[config.mk]
export PLATFORM = sky130hd
export DESIGN_NAME = pcs_pc_stack
export DESIGN_NICKNAME = d
export VERILOG_FILES = /design/src/logic/pcs_pkg.sv /design/src/logic/pcs_pc_stack.sv
export VERILOG_INCLUDE_DIRS = /design/src /design/src/logic
export SDC_FILE = /design/constraint.sdc
export NUM_CORES = 1
export LEC_CHECK = 0
export ABC_CLOCK_PERIOD_IN_PS = 8200
export BUFFER_PORTS_ARGS = -buffer_cell sky130_fd_sc_hd__buf_2
export CORE_MARGIN = 1
export CORE_UTILIZATION = 60
export DETAILED_ROUTE_END_ITERATION = 8
export PLACE_DENSITY = 0.86
export SLEW_MARGIN = 20
export SYNTH_ARGS = -nofsm -noshare
export SYNTH_HDL_FRONTEND = slang
export SYNTH_SLANG_ARGS = --single-unit
[constraint.sdc]
create_clock -name ref_clk -period 8.2 [get_ports ref_clk]
set_input_delay 0.82 -clock ref_clk [delete_from_list [all_inputs] [get_ports ref_clk]]
set_output_delay 0.82 -clock ref_clk [all_outputs]
set_load 0.01 [all_outputs]
[src/logic/pcs_consts.svh]
// Constants for the program counter, return stack and indirect address block
`ifndef PCS_CONSTS_SVH
`define PCS_CONSTS_SVH
`define PCS_PC_W        13
`define PCS_LATCH_W     5
`define PCS_STK_DEPTH   8
`define PCS_SP_W        3
`define PCS_EA_W        9
`define PCS_OFF_LOW     12'h000
`define PCS_OFF_LATCH   12'h004
`define PCS_OFF_PTR     12'h008
`define PCS_OFF_BANK    12'h00c
`define PCS_RST_PC      13'h0000
`define PCS_RST_LATCH   5'h00
`define PCS_RST_PTR     8'h00
`define PCS_IRQ_VECTOR  13'h0004
`define PCS_IND_PORT    7'h00
`endif

[src/logic/pcs_pkg.sv]
// Types shared by the program counter, return stack and indirect address block
`include "pcs_consts.svh"
package pcs_pkg;
    // One instruction step as seen by the decoder
    typedef struct packed {
        logic        irq;
        logic        call;
        logic        jump;
        logic        ret;
        logic        wr_low;
        logic        step;
        logic [7:0]  low_data;
        logic [10:0] target;
    } pcs_core_op_t;

    // Indirect data port access and pointer update from the decoder
    typedef struct packed {
        logic       rd;
        logic       wr;
        logic [7:0] wdata;
        logic       ptr_we;
        logic [7:0] ptr_wdata;
    } pcs_ind_req_t;

    // Request to the data memory
    typedef struct packed {
        logic [`PCS_EA_W-1:0] addr;
        logic                 re;
        logic                 we;
        logic [7:0]           wdata;
    } pcs_dmem_t;

    typedef struct packed {
        logic [`PCS_PC_W-1:0]                          pc;
        logic [`PCS_LATCH_W-1:0]                       latch;
        logic [7:0]                                    ptr;
        logic                                          bank;
        logic [`PCS_STK_DEPTH-1:0][`PCS_PC_W-1:0]      stk;
        logic [`PCS_SP_W-1:0]                          sp;
        pcs_dmem_t                                     dm;
        logic                                          rd_pend;
        logic                                          rd_self;
        logic [7:0]                                    rdata;
        logic                                          rvalid;
        logic [31:0]                                   prdata;
        logic                                          pslverr;
    } pcs_state_t;
endpackage : pcs_pkg

[src/logic/pcs_pc_stack.sv]
// Program counter, circular return stack and indirect data addressing
//
// The implementer's own choices: the APB interface to the registers and the register addresses.
`timescale 1ns/10ps
`default_nettype none
`include "pcs_consts.svh"
module pcs_pc_stack
    import pcs_pkg::*;
#(
    parameter int PADDR_W = 12
) (
    input  wire logic               ref_clk,
    input  wire logic               nrst,
    input  wire logic               psel,
    input  wire logic               penable,
    input  wire logic               pwrite,
    input  wire logic [PADDR_W-1:0] paddr,
    input  wire logic [31:0]        pwdata,
    input  wire logic [3:0]         pstrb,
    output logic                    pready,
    output logic [31:0]             prdata,
    output logic                    pslverr,
    input  wire pcs_core_op_t       core_op,
    output logic [`PCS_PC_W-1:0]    pc_out,
    input  wire pcs_ind_req_t       ind_req,
    output pcs_dmem_t               dmem,
    input  wire logic [7:0]         dmem_rdata,
    output logic [7:0]              ind_rdata,
    output logic                    ind_rvalid
);

    pcs_state_t s_q;
    pcs_state_t s_d;

    // Address decode shared by the read and the write path
    function automatic logic [4:0] reg_hit(input logic [PADDR_W-1:0] a);
        logic [4:0] h;
        h      = 5'h00;
        h[0]   = (a == PADDR_W'(`PCS_OFF_LOW));
        h[1]   = (a == PADDR_W'(`PCS_OFF_LATCH));
        h[2]   = (a == PADDR_W'(`PCS_OFF_PTR));
        h[3]   = (a == PADDR_W'(`PCS_OFF_BANK));
        h[4]   = ~|h[3:0];
        return h;
    endfunction : reg_hit

    logic [4:0]            hit;
    logic                  apb_setup;
    logic                  apb_wr;
    logic                  push;
    logic                  pop;
    logic                  ptr_self;
    logic [`PCS_SP_W-1:0]  sp_dec;
    logic [`PCS_PC_W-1:0]  ret_addr;

    // Zero wait state slave: read data was latched during the setup cycle
    assign hit       = reg_hit(paddr);
    assign apb_setup = psel & ~penable;
    assign apb_wr    = psel & penable & pwrite & ~hit[4] & pstrb[0];
    assign pready    = 1'b1;
    assign prdata    = s_q.prdata;
    assign pslverr   = s_q.pslverr;

    // Interrupt outranks call and jump, which outrank return; a lost return must not pop
    assign push      = core_op.irq | core_op.call;
    assign pop       = core_op.ret & ~push & ~core_op.jump;
    assign sp_dec    = s_q.sp - `PCS_SP_W'(1);
    assign ptr_self  = (s_q.ptr[6:0] == `PCS_IND_PORT);
    assign ret_addr  = s_q.pc + `PCS_PC_W'(1);

    assign pc_out     = s_q.pc;
    assign dmem       = s_q.dm;
    assign ind_rdata  = s_q.rdata;
    assign ind_rvalid = s_q.rvalid;

    // Next state of the whole block
    always_comb begin
        s_d = s_q;

        // Program counter load, highest priority first
        if (core_op.irq) begin
            s_d.pc = `PCS_IRQ_VECTOR;
        end else if (core_op.call | core_op.jump) begin
            s_d.pc = {s_q.latch[4:3], core_op.target};
        end else if (pop) begin
            s_d.pc = s_q.stk[sp_dec];
        end else if (core_op.wr_low) begin
            s_d.pc = {s_q.latch, core_op.low_data};
        end else if (apb_wr & hit[0]) begin
            s_d.pc = {s_q.latch, pwdata[7:0]};
        end else if (core_op.step) begin
            s_d.pc = ret_addr;
        end

        // Interrupt resumes the instruction it preempted; a call returns past itself
        if (push) begin
            s_d.stk[s_q.sp] = core_op.irq ? s_q.pc : ret_addr;
            s_d.sp          = s_q.sp + `PCS_SP_W'(1);
        end else if (pop) begin
            s_d.sp = sp_dec;
        end

        // Latch is touched by software only, never by the stack
        if (apb_wr & hit[1]) begin
            s_d.latch = pwdata[`PCS_LATCH_W-1:0];
        end
        if (ind_req.ptr_we) begin
            s_d.ptr = ind_req.ptr_wdata;
        end else if (apb_wr & hit[2]) begin
            s_d.ptr = pwdata[7:0];
        end
        if (apb_wr & hit[3]) begin
            s_d.bank = pwdata[0];
        end

        // Indirect access: one cycle to memory, data back one cycle later
        s_d.dm.re   = 1'b0;
        s_d.dm.we   = 1'b0;
        s_d.rvalid  = 1'b0;
        if (ind_req.rd | ind_req.wr) begin
            s_d.dm.addr  = {s_q.bank, s_q.ptr};
            s_d.dm.wdata = ind_req.wdata;
            s_d.dm.re    = ind_req.rd & ~ptr_self;
            s_d.dm.we    = ind_req.wr & ~ind_req.rd & ~ptr_self;
        end
        s_d.rd_pend = ind_req.rd;
        s_d.rd_self = ptr_self;
        if (s_q.rd_pend) begin
            s_d.rdata  = s_q.rd_self ? 8'h00 : dmem_rdata;
            s_d.rvalid = 1'b1;
        end

        // Read data formed in setup; stack pointer has no address at all
        if (apb_setup) begin
            s_d.prdata  = 32'h0000_0000;
            s_d.pslverr = hit[4];
            if (!pwrite) begin
                case (1'b1)
                    hit[0]:  s_d.prdata[7:0] = s_q.pc[7:0];
                    hit[1]:  s_d.prdata[`PCS_LATCH_W-1:0] = s_q.latch;
                    hit[2]:  s_d.prdata[7:0] = s_q.ptr;
                    hit[3]:  s_d.prdata[0] = s_q.bank;
                    default: s_d.prdata = 32'h0000_0000;
                endcase
            end
        end
    end

    // State register
    always_ff @(posedge ref_clk or negedge nrst) begin
        if (!nrst) begin
            s_q         <= '0;
            s_q.pc      <= `PCS_RST_PC;
            s_q.latch   <= `PCS_RST_LATCH;
            s_q.ptr     <= `PCS_RST_PTR;
        end else begin
            s_q <= s_d;
        end
    end

    // Stack slot written by the push one cycle back, kept for the push checks
    logic [`PCS_SP_W-1:0] sp_at_push;
    always_ff @(posedge ref_clk or negedge nrst) begin
        if (!nrst) begin
            sp_at_push <= '0;
        end else begin
            sp_at_push <= s_q.sp;
        end
    end
endmodule : pcs_pc_stack
`default_nettype wire

==> results.cfg, run 1 <==
[setup_path]
crit_family = flip-flops
arrival_ns = 3.53
endpoint_kind = register
start_kind = register
critPathBufInv = 2
max_stage_delay_ns = 0.83
crit_chain = inv_2, ha_1, buf_4, mux4_2, nor2b_1, a211oi_1, nor4_1, a22o_1
cp_slowest_cell = dfrtp_4
path_class = reg2reg
cp_max_fo = 32
critPathRequiredTime_ns = 8.52

[clock_network]
cts_max_level = 4
cts_hold_buffers = 0
cts_setup_buffers = 0
root_buffer = clkbuf_16
cts_resized = 0
cts_buffer_depth = 2
cts_tree = built
cts_made_buffers = 17
clkSinkCount = 173
cts.clk_slew.worst_paths_ns = 0.07
clock_latency_ns = 0.44

[layout]
fin_area_sq_um = 9800
multi_input_area_sq_um = 3860
layout.nets = 1031
seqCellArea_sq_um = 4330
syn_to_final_growth_pct = 9.20
fin_util_pct = 67.2
drive_gt1_share_pct = 25.0
nFillCells = 1044
diodes = 0

[detailed_routing]
wl_per_cell_um = 19.3
dr.pass1.iters = 6
drt_iter0_markers = 701
drc = 0
ant_nets = 0
vias = 6799
finalWirelength_mm = 21.6
via_per_inst = 6.07

[yosys]
synth.cell_area_sq_um = 8980
synth_cell_types = 64
synth-seq-cells = 173
synth_ff_type = dfrtp_1
yosysSeqAreaShare_pct = 48.2
synth_warnings = 0
syn_avg_cell_area_sq_um = 10.3
synthCells = 874
async_reset_ff_share_pct = 100
synth_edf_count = 0

[die]
core_area_sq_um = 14600
die_h_um = 124
io-pin-count = 180
start_util_pct = 61.5
die_area_sq_um = 15500
num_rows = 44
die_w_um = 124

[grt]
top_usage_layer = met2
use_met2_pct = 47.1
grt_max_degree = 105
grt_pass1_vias = 6615
grtUsageTotal_pct = 29.0
grt_pass1_wl_mm = 34.7
antenna_found_initial = 0
gr-total-overflow = 0
use_met3_pct = 6.01
grt_use_met1_pct = 36.8

[power]
leakagePower_nw = 4.38
ir_worst_vdd_mv = 0.205
p_per_area_nw_per_um2 = 339
report.power.total_mw = 3.32

[placement]
hpwl_mm = 14.5
gp_congestion = 0.883
port_buffers = 127
detailed_place.area_sq_um = 9180

[sta]
tightest_slew_ns = 1.05
setup_viol = 0
period_minus_slack_ns = 3.21
drv_slew = 0
setup_tns_ns = 0
hold_viol_final = 0
rsz0062_at_grt = no
skew_ns = 0.00927
hold-worst-slack_ns = 0.462
fin_crit_sh_pct = 39.1
max-slew-margin-rel_pct = 30.0
max_clock_freq_ghz = 0.312

[worst_hold_path]
holdCritPathClass = in2async

[status]
outcome = finished, final reports clean

[run]
maxCapViolCount = 0
-- sequential cells by signal, indices dropped and copies added (netlist names) --
signal and cells:
pslverr 1, ind_rdata 8, dmem 19, pc_out 13, ind_rvalid 1, prdata 8
s_q 123
-- Yosys cell counts (all sizes together), types with 2 or more instances --
master / count / area, sq um
a221oi: 2 / 17.5
nor3b: 4 / 35.0
and4: 2 / 17.5
nand2: 81 / 304
conb: 2 / 7.51
a22oi: 5 / 37.5
nor2: 99 / 388
a21oi: 70 / 350
and2: 2 / 12.5
nand3b: 8 / 60.1
nand4: 6 / 43.8
xnor2: 21 / 184
mux4: 26 / 586
a222oi: 4 / 40.0
a2111oi: 3 / 32.5
a211o: 2 / 17.5
ha: 3 / 37.5
nand2b: 3 / 18.8
o31a: 2 / 17.5
nor3: 14 / 80.1
or4: 3 / 30.0
nor4: 11 / 135
xor2: 4 / 42.6
buf: 98 / 702
clkbuf: 29 / 109
mux2i: 30 / 300
inv: 22 / 82.6
and3b: 2 / 17.5
a31oi: 3 / 18.8
o311ai: 2 / 17.5
o211ai: 2 / 15.0
or2: 3 / 18.8
dfrtp: 173 / 4330
a211oi: 7 / 52.6
mux2: 22 / 248
and3: 5 / 31.3
nand3: 5 / 25.0
nor2b: 5 / 31.3
o21ai: 77 / 385
or3: 2 / 17.5
a21o: 2 / 15.0
-- area by class of cell --
cell class              instances  share of cell area (%)
flip-flops and latches        173                    44.2
multi-input cells             575                    39.3
repair buffers                134                    7.08
clock buffers                  20                    4.66
well taps                     184                    2.35
clock inverters                12                    1.52
inverters                      22                   0.842
-- final timing paths --
check	start	to	slack [ns]	cells after the start
min in group ref_clk	prdata[6]$_DFFE_PN0P_	prdata[6]$_DFFE_PN0P_	0.47	2
worst min register to register	prdata[6]$_DFFE_PN0P_	prdata[6]$_DFFE_PN0P_	0.47	2
max in group asynchronous	nrst	s_q[78]$_DFFE_PN0P_	6.33	2
worst max-delay path	s_q[63]$_DFFE_PN0P_	pc_out[8]$_DFFE_PN0P_	4.99	8
worst min-delay path	nrst	prdata[5]$_DFFE_PN0P_	0.46	1
worst max register to register	s_q[63]$_DFFE_PN0P_	pc_out[8]$_DFFE_PN0P_	4.99	8
-- report_power, final --
group          internal (mW)  total (mW)  leakage (nW)  switching, mW
clock                  0.473       0.831         0.288          0.358
combinational          0.532        1.13          1.97          0.595
sequential              1.13        1.36          2.12          0.230
-- cell families (layout without fill, tap and decap cells) --
kind of cell / count (synthesis) / in the layout / share of synthesized area [%]
other: 2 / 25 / 0.0837
AOI/OAI and AO/OA: 188 / 188 / 12.0
buffers and inverters: 149 / 188 / 9.95
and+or+nand+nor: 256 / 256 / 14.2
muxes: 78 / 78 / 12.6
DFF: 173 / 173 / 48.2
xor gates and xnor gates: 25 / 25 / 2.52
adders and majority gates: 3 / 3 / 0.418
-- placed cells by master, fill, tap and decap left out, types with 8 or more instances in the layout --
cell	Yosys	final
dfrtp_1	173	172
nand2_1	81	81
nand3b_1	8	8
o21ai_0	67	67
inv_1	21	21
mux2_2	22	22
mux4_2	26	26
buf_2	12	126
mux2i_1	30	30
o21ai_1	10	10
clkbuf_16	0	17
a21oi_1	70	70
xnor2_1	21	21
conb_1	2	25
nor3_1	12	12
nor2_1	98	98
-- stage by stage --
| step | setup WS [ns] | instances |
|---|---|---|
| floorplan | 5.62 | 897 |
| CTS | 4.69 | 1120 |
| global route | 4.74 | 1120 |
| global placement | 4.70 | 1088 |
| finish | 4.99 | 1120 |
| detailed placement | 4.69 | 1088 |
-- routing by layer --
metal,vias up,wire [um]
met2,332,10800
met3,55,1460
li1,3061,-
met1,3351,8510
met5,-,0
met4,0,840
Note: power is estimated with default switching activity, not from simulation.
==> inputs of run 2 (changes only) <==
- ABC_CLOCK_PERIOD_IN_PS: 8200 -> 3300
- CORE_UTILIZATION: 60 -> 56
- PLACE_DENSITY: 0.86 -> 0.81
- clock period: 8.2 -> 3.3 ns (I/O delays scaled with it)
==> run 2 against run 1 <==
  * Wire length fell by 0.83%
  * Worst hold slack worse by 0.42 ns
  * Register-to-register slack lost 4.3 ns
  * Total power grew 150%
  * Sequential power rose by 140%
  * Sequential cell count unchanged
  * Clock skew down 0.0024 ns
  * Final cell count increased by 3.3%
  * Via count shrank 1.6%
  * Highest routed layer unchanged
==> results.cfg, run 2 (same netlist as run 1, synthesis figures left out) <==
[status]
outcome = finished, final reports clean

[detailed_routing]
ant_nets = 0
vias = 6693
finalWirelength_mm = 21.4
drc = 0
wl_per_cell_um = 18.5
dr.pass1.iters = 5
drt_iter0_markers = 528
via_per_inst = 5.78

[clock_network]
root_buffer = clkbuf_16
clkSinkCount = 173
cts_max_level = 4
cts_made_buffers = 17
cts.clk_slew.worst_paths_ns = 0.07
clock_latency_ns = 0.43
cts_tree = built
cts_buffer_depth = 2

[layout]
final_cell_mix = dfrtp_1 (172), buf_2 (126), nor2_1 (98), nand2_1 (81), a21oi_1 (70)
layout_commonest_cell = dfrtp_1
layout.nets = 1041
largest_reg_flops = 123
nFillCells = 1217
drive_gt1_share_pct = 25.5
syn_to_final_growth_pct = 10.1
diodes = 0
top_register = s_q

[setup_path]
crit_start = s_q[64]$_DFFE_PN0P_
r2r-start = s_q[64]$_DFFE_PN0P_
critPathRequiredTime_ns = 3.59
arrival_ns = 2.90
cp_slowest_cell = dfrtp_1
critPathBufInv = 2
crit_family = flip-flops
cp_max_fo = 28
max_stage_delay_ns = 0.53
start_kind = register
crit_chain = inv_1, ha_1, buf_4, mux4_2, mux2i_1, a221oi_1, nor3_1, nor4_1
path_class = reg2reg
endpoint_kind = register

[die]
num_rows = 45
die_h_um = 129
core_area_sq_um = 15400
start_util_pct = 58.2
die_w_um = 129
io-pin-count = 180
die_area_sq_um = 16500

[power]
p_per_area_nw_per_um2 = 826
leakagePower_nw = 4.41
ir_worst_vdd_mv = 0.470

[sta]
max_clock_freq_ghz = 0.383
fin_crit_sh_pct = 79.1
period_minus_slack_ns = 2.61
max-slew-margin-rel_pct = 40.3
setup_slack_ns = 0.689
setup_viol = 0
setup_tns_ns = 0
skew_ns = 0.00684
drv_slew = 0
tightest_slew_ns = 0.884
hold_viol_final = 0
rsz0062_at_grt = no

[placement]
port_buffers = 127
gp_congestion = 0.870
hpwl_mm = 14.4
dp_slack_ns = 0.831

[worst_hold_path]
holdCritPathClass = in2reg
holdCritStartpoint = ind_req[18]

[grt]
grt_pass1_vias = 6484
use_met2_pct = 45.7
grtUsageTotal_pct = 27.2
grt_max_degree = 60
use_met3_pct = 6.03
antenna_found_initial = 0
grt_use_met1_pct = 34.5
gr-total-overflow = 0
grt_pass1_wl_mm = 33.9
top_usage_layer = met2

[run]
maxCapViolCount = 0
[run 2: metrics by stage]
step / power [mW] / hold slack [ns] / cells / utilization, % / cell area (sq um)
6_report: 8.17 / 0.0394 / 1157 / 64.1 / 9890
3_5_place_dp: 6.18 / 0.331 / 1124 / 60.2 / 9290
4_1_cts: 8.18 / 0.0298 / 1157 / 64.1 / 9890
3_3_place_gp: 6.04 / 0.333 / 1124 / 60.2 / 9290
2_1_floorplan: 5.47 / 0.0344 / 897 / - / 9060
5_1_grt: 8.64 / 0.0333 / 1157 / 64.1 / 9890
[run 2: cell type report]
type | count | area [sq um] | area share, %
well taps | 211 | 264 | 2.67
flip-flops and latches | 173 | 4330 | 43.8
clock inverters | 12 | 138 | 1.39
multi-input cells | 575 | 3840 | 38.8
inverters | 22 | 82.6 | 0.835
clock buffers | 20 | 447 | 4.52
repair buffers | 144 | 785 | 7.94
[run 2: layer usage]
layer | wire, um | up-vias
li1 | - | 3066
met1 | 8760 | 3292
met2 | 10500 | 294
met3 | 1560 | 41
met4 | 553 | 0
met5 | 0 | -
[run 2: power by group]
part	internal [mW]	total (mW)	switching [mW]
clock	1.14	1.98	0.836
combinational	1.35	2.93	1.58
sequential	2.82	3.26	0.444
total	5.30	8.17	2.86
[run 2: worst paths after layout]
check	endpoint	slack, ns	depth (start not counted)
hold / removal	s_q[43]$_DFF_PN0_	0.04	1
min in group asynchronous	pslverr$_DFFE_PN0P_	0.44	2
max in group asynchronous	s_q[135]$_DFFE_PN0P_	2.05	3
setup reg to reg	pc_out[3]$_DFFE_PN0P_	0.69	8
hold reg to reg	s_q[102]$_DFFE_PN0P_	0.48	2
setup / recovery	pc_out[3]$_DFFE_PN0P_	0.69	8
[run 2: repair_timing]
item | 4_1_cts | 5_1_grt
resized for setup | 0 | 0
buffers inserted | 0 | 0
endpoints found under the hold margin | 55 | 0
hold buffers | 1 | 0
==> inputs of run 3 (changes only) <==
- ABC_CLOCK_PERIOD_IN_PS: 3300 -> 2150
- CORE_UTILIZATION: 56 -> 50
- PLACE_DENSITY: 0.81 -> 0.76
- clock period: 3.3 -> 2.15 ns (I/O delays scaled with it)
==> run 3 against run 2 <==
  * Utilization decreased by 4.2 points
  * Via count increased by 1.5%
  * Worst hold slack got worse by 0.025 ns
  * Clock-buffer cell count increased by 1
  * Final cell count increased by 4.9%
  * Cell area increased by 5.5%
  * Wire length increased by 3.3%
  * Non-clock buffer count increased by 43
  * Largest power group is now combinational cells
==> results.cfg, run 3 (same netlist as run 1, synthesis figures left out) <==
[sta]
skew_ns = 0.00880
tightest_slew_ns = 0.972
drv_slew = 0
max-slew-margin-rel_pct = 35.2
setup_slack_ns = 0.0506
setup_viol = 0
max_clock_freq_ghz = 0.476
fin_crit_sh_pct = 97.6
period_minus_slack_ns = 2.10
hold_viol_final = 0

[power]
p_per_area_nw_per_um2 = 1300
leakagePower_nw = 4.71
ir_worst_vdd_mv = 0.689

[setup_path]
cp_slowest_cell = dfrtp_2
critPathBufInv = 2
max_stage_delay_ns = 0.43
critPathRequiredTime_ns = 2.46
r2r_slack_ns = 0.05
endpoint_kind = register
cp_max_fo = 15
crit_family = multiplexers
crit_chain = inv_4, ha_2, buf_12, mux4_2, mux2i_2, a31oi_1, o21ai_0, a21oi_1, a21o_1
start_kind = register
arrival_ns = 2.41
path_class = reg2reg

[layout]
largest_reg_flops = 123
layout.nets = 1084
final_cell_mix = dfrtp_1 (172), buf_2 (126), nor2_1 (98), nand2_1 (81), a21oi_1 (70)
syn_to_final_growth_pct = 16.2
stdcell_count = 1214
layout_commonest_cell = dfrtp_1
nFillCells = 1414
diodes = 0
drive_gt1_share_pct = 29.0
fin_util_pct = 59.9
top_register = s_q

[placement]
dp_slack_ns = 0.0526
gp_congestion = 0.872
port_buffers = 127
hpwl_mm = 15.8
dp_cells = 1179

[grt]
grt_pass1_vias = 6676
grt_pass1_wl_mm = 35.1
grt_max_degree = 57
antenna_found_initial = 1
grtUsageTotal_pct = 25.0
gr-total-overflow = 0

[die]
core_area_sq_um = 17400
die_h_um = 136
start_util_pct = 51.5
die_w_um = 136
io-pin-count = 180
die_area_sq_um = 18500
num_rows = 48

[detailed_routing]
routed-wl-met3_mm = 1.32
wl_met2_mm = 10.9
top_layer = met5
drt_iter0_markers = 572
dr.pass1.iters = 7
wl_per_cell_um = 18.2
wl_met1_mm = 9.41
via_per_inst = 5.59
drc = 0
vias = 6791
finalWirelength_mm = 22.1
ant_nets = 0

[clock_network]
clkSinkCount = 173
cts_tree = built
clock_latency_ns = 0.42
cts_max_level = 4
root_buffer = clkbuf_16
cts_setup_buffers = 0
cts_buffer_depth = 2
cts.clk_slew.worst_paths_ns = 0.06
cts_made_buffers = 17

[run]
maxCapViolCount = 0

[worst_hold_path]
holdCritPathClass = in2reg

[status]
outcome = finished, final reports clean
## run 3: changes by cell type in the layout (fill, tap and decap cells not counted), moves of 2 or more
cell,delta
xnor2_1,-2
xnor2_2,+2
bufinv_16,+4
buf_12,+6
clkinvlp_4,-4
buf_4,+34
dlygate4sd3_1,+2
## run 3: final timing paths
check                                     start                      to  cells past startpoint
max reg2reg                 s_q[63]$_DFFE_PN0P_  pc_out[11]$_DFFE_PN0P_                      9
min                                  ind_req[2]    s_q[173]$_DFFE_PN0P_                      3
max in group asynchronous                  nrst       dmem[8]$_DFF_PN0_                      3
max                         s_q[63]$_DFFE_PN0P_  pc_out[11]$_DFFE_PN0P_                      9
min reg2reg                dmem[18]$_DFFE_PN0P_    dmem[18]$_DFFE_PN0P_                      2
min in group asynchronous                  nrst    dmem[17]$_DFFE_PN0P_                      2
## run 3: worst min-delay path, cell delays in order
cell,delay [ns]
buf_2,0.08
nand2_1,0.04
o21ai_1,0.06
## run 3: final cells by class
type / count / area, sq um / share of cell area [%]
inverter: 22 / 85.1 / 0.816
clock inverter: 11 / 213 / 2.04
timing repair buffer: 187 / 1190 / 11.4
sequential: 173 / 4330 / 41.5
multi-input combinational: 575 / 3870 / 37.1
tap: 225 / 282 / 2.70
clock buffer: 21 / 460 / 4.42
## run 3: per-stage QoR
stage                     instance area, sq um  total power [mW]  hold WS [ns]  setup TNS [ns]
after floorplan                           9090              8.50       -0.0806               0
after global placement                    9690              9.74         0.225               0
after detailed placement                  9690              9.95         0.226               0
after CTS                                10400              13.5     0.0000380               0
after global routing                     10400              14.3       0.00299         -0.0273
final                                    10400              13.5        0.0147               0
## run 3: what timing repair did
item                                   in CTS  in global routing
gates resized for setup                     0                  6
hold buffers                                3                  0
setup endpoints to repair                   0                 20
endpoints found under the hold margin      56                  0
## run 3: report_power, final
part	internal, mW	total, mW	switching, mW
logic	2.47	5.12	2.65
registers	4.32	4.91	0.592
clock network	2.24	3.48	1.24
## run 3: per-layer routing
layer  track usage, %  vias to the layer above
met1             32.2                     3348
met3             4.25                       44
met4             9.57                        2
met2             42.2                      247
met5                0                        -
li1                 -                     3150
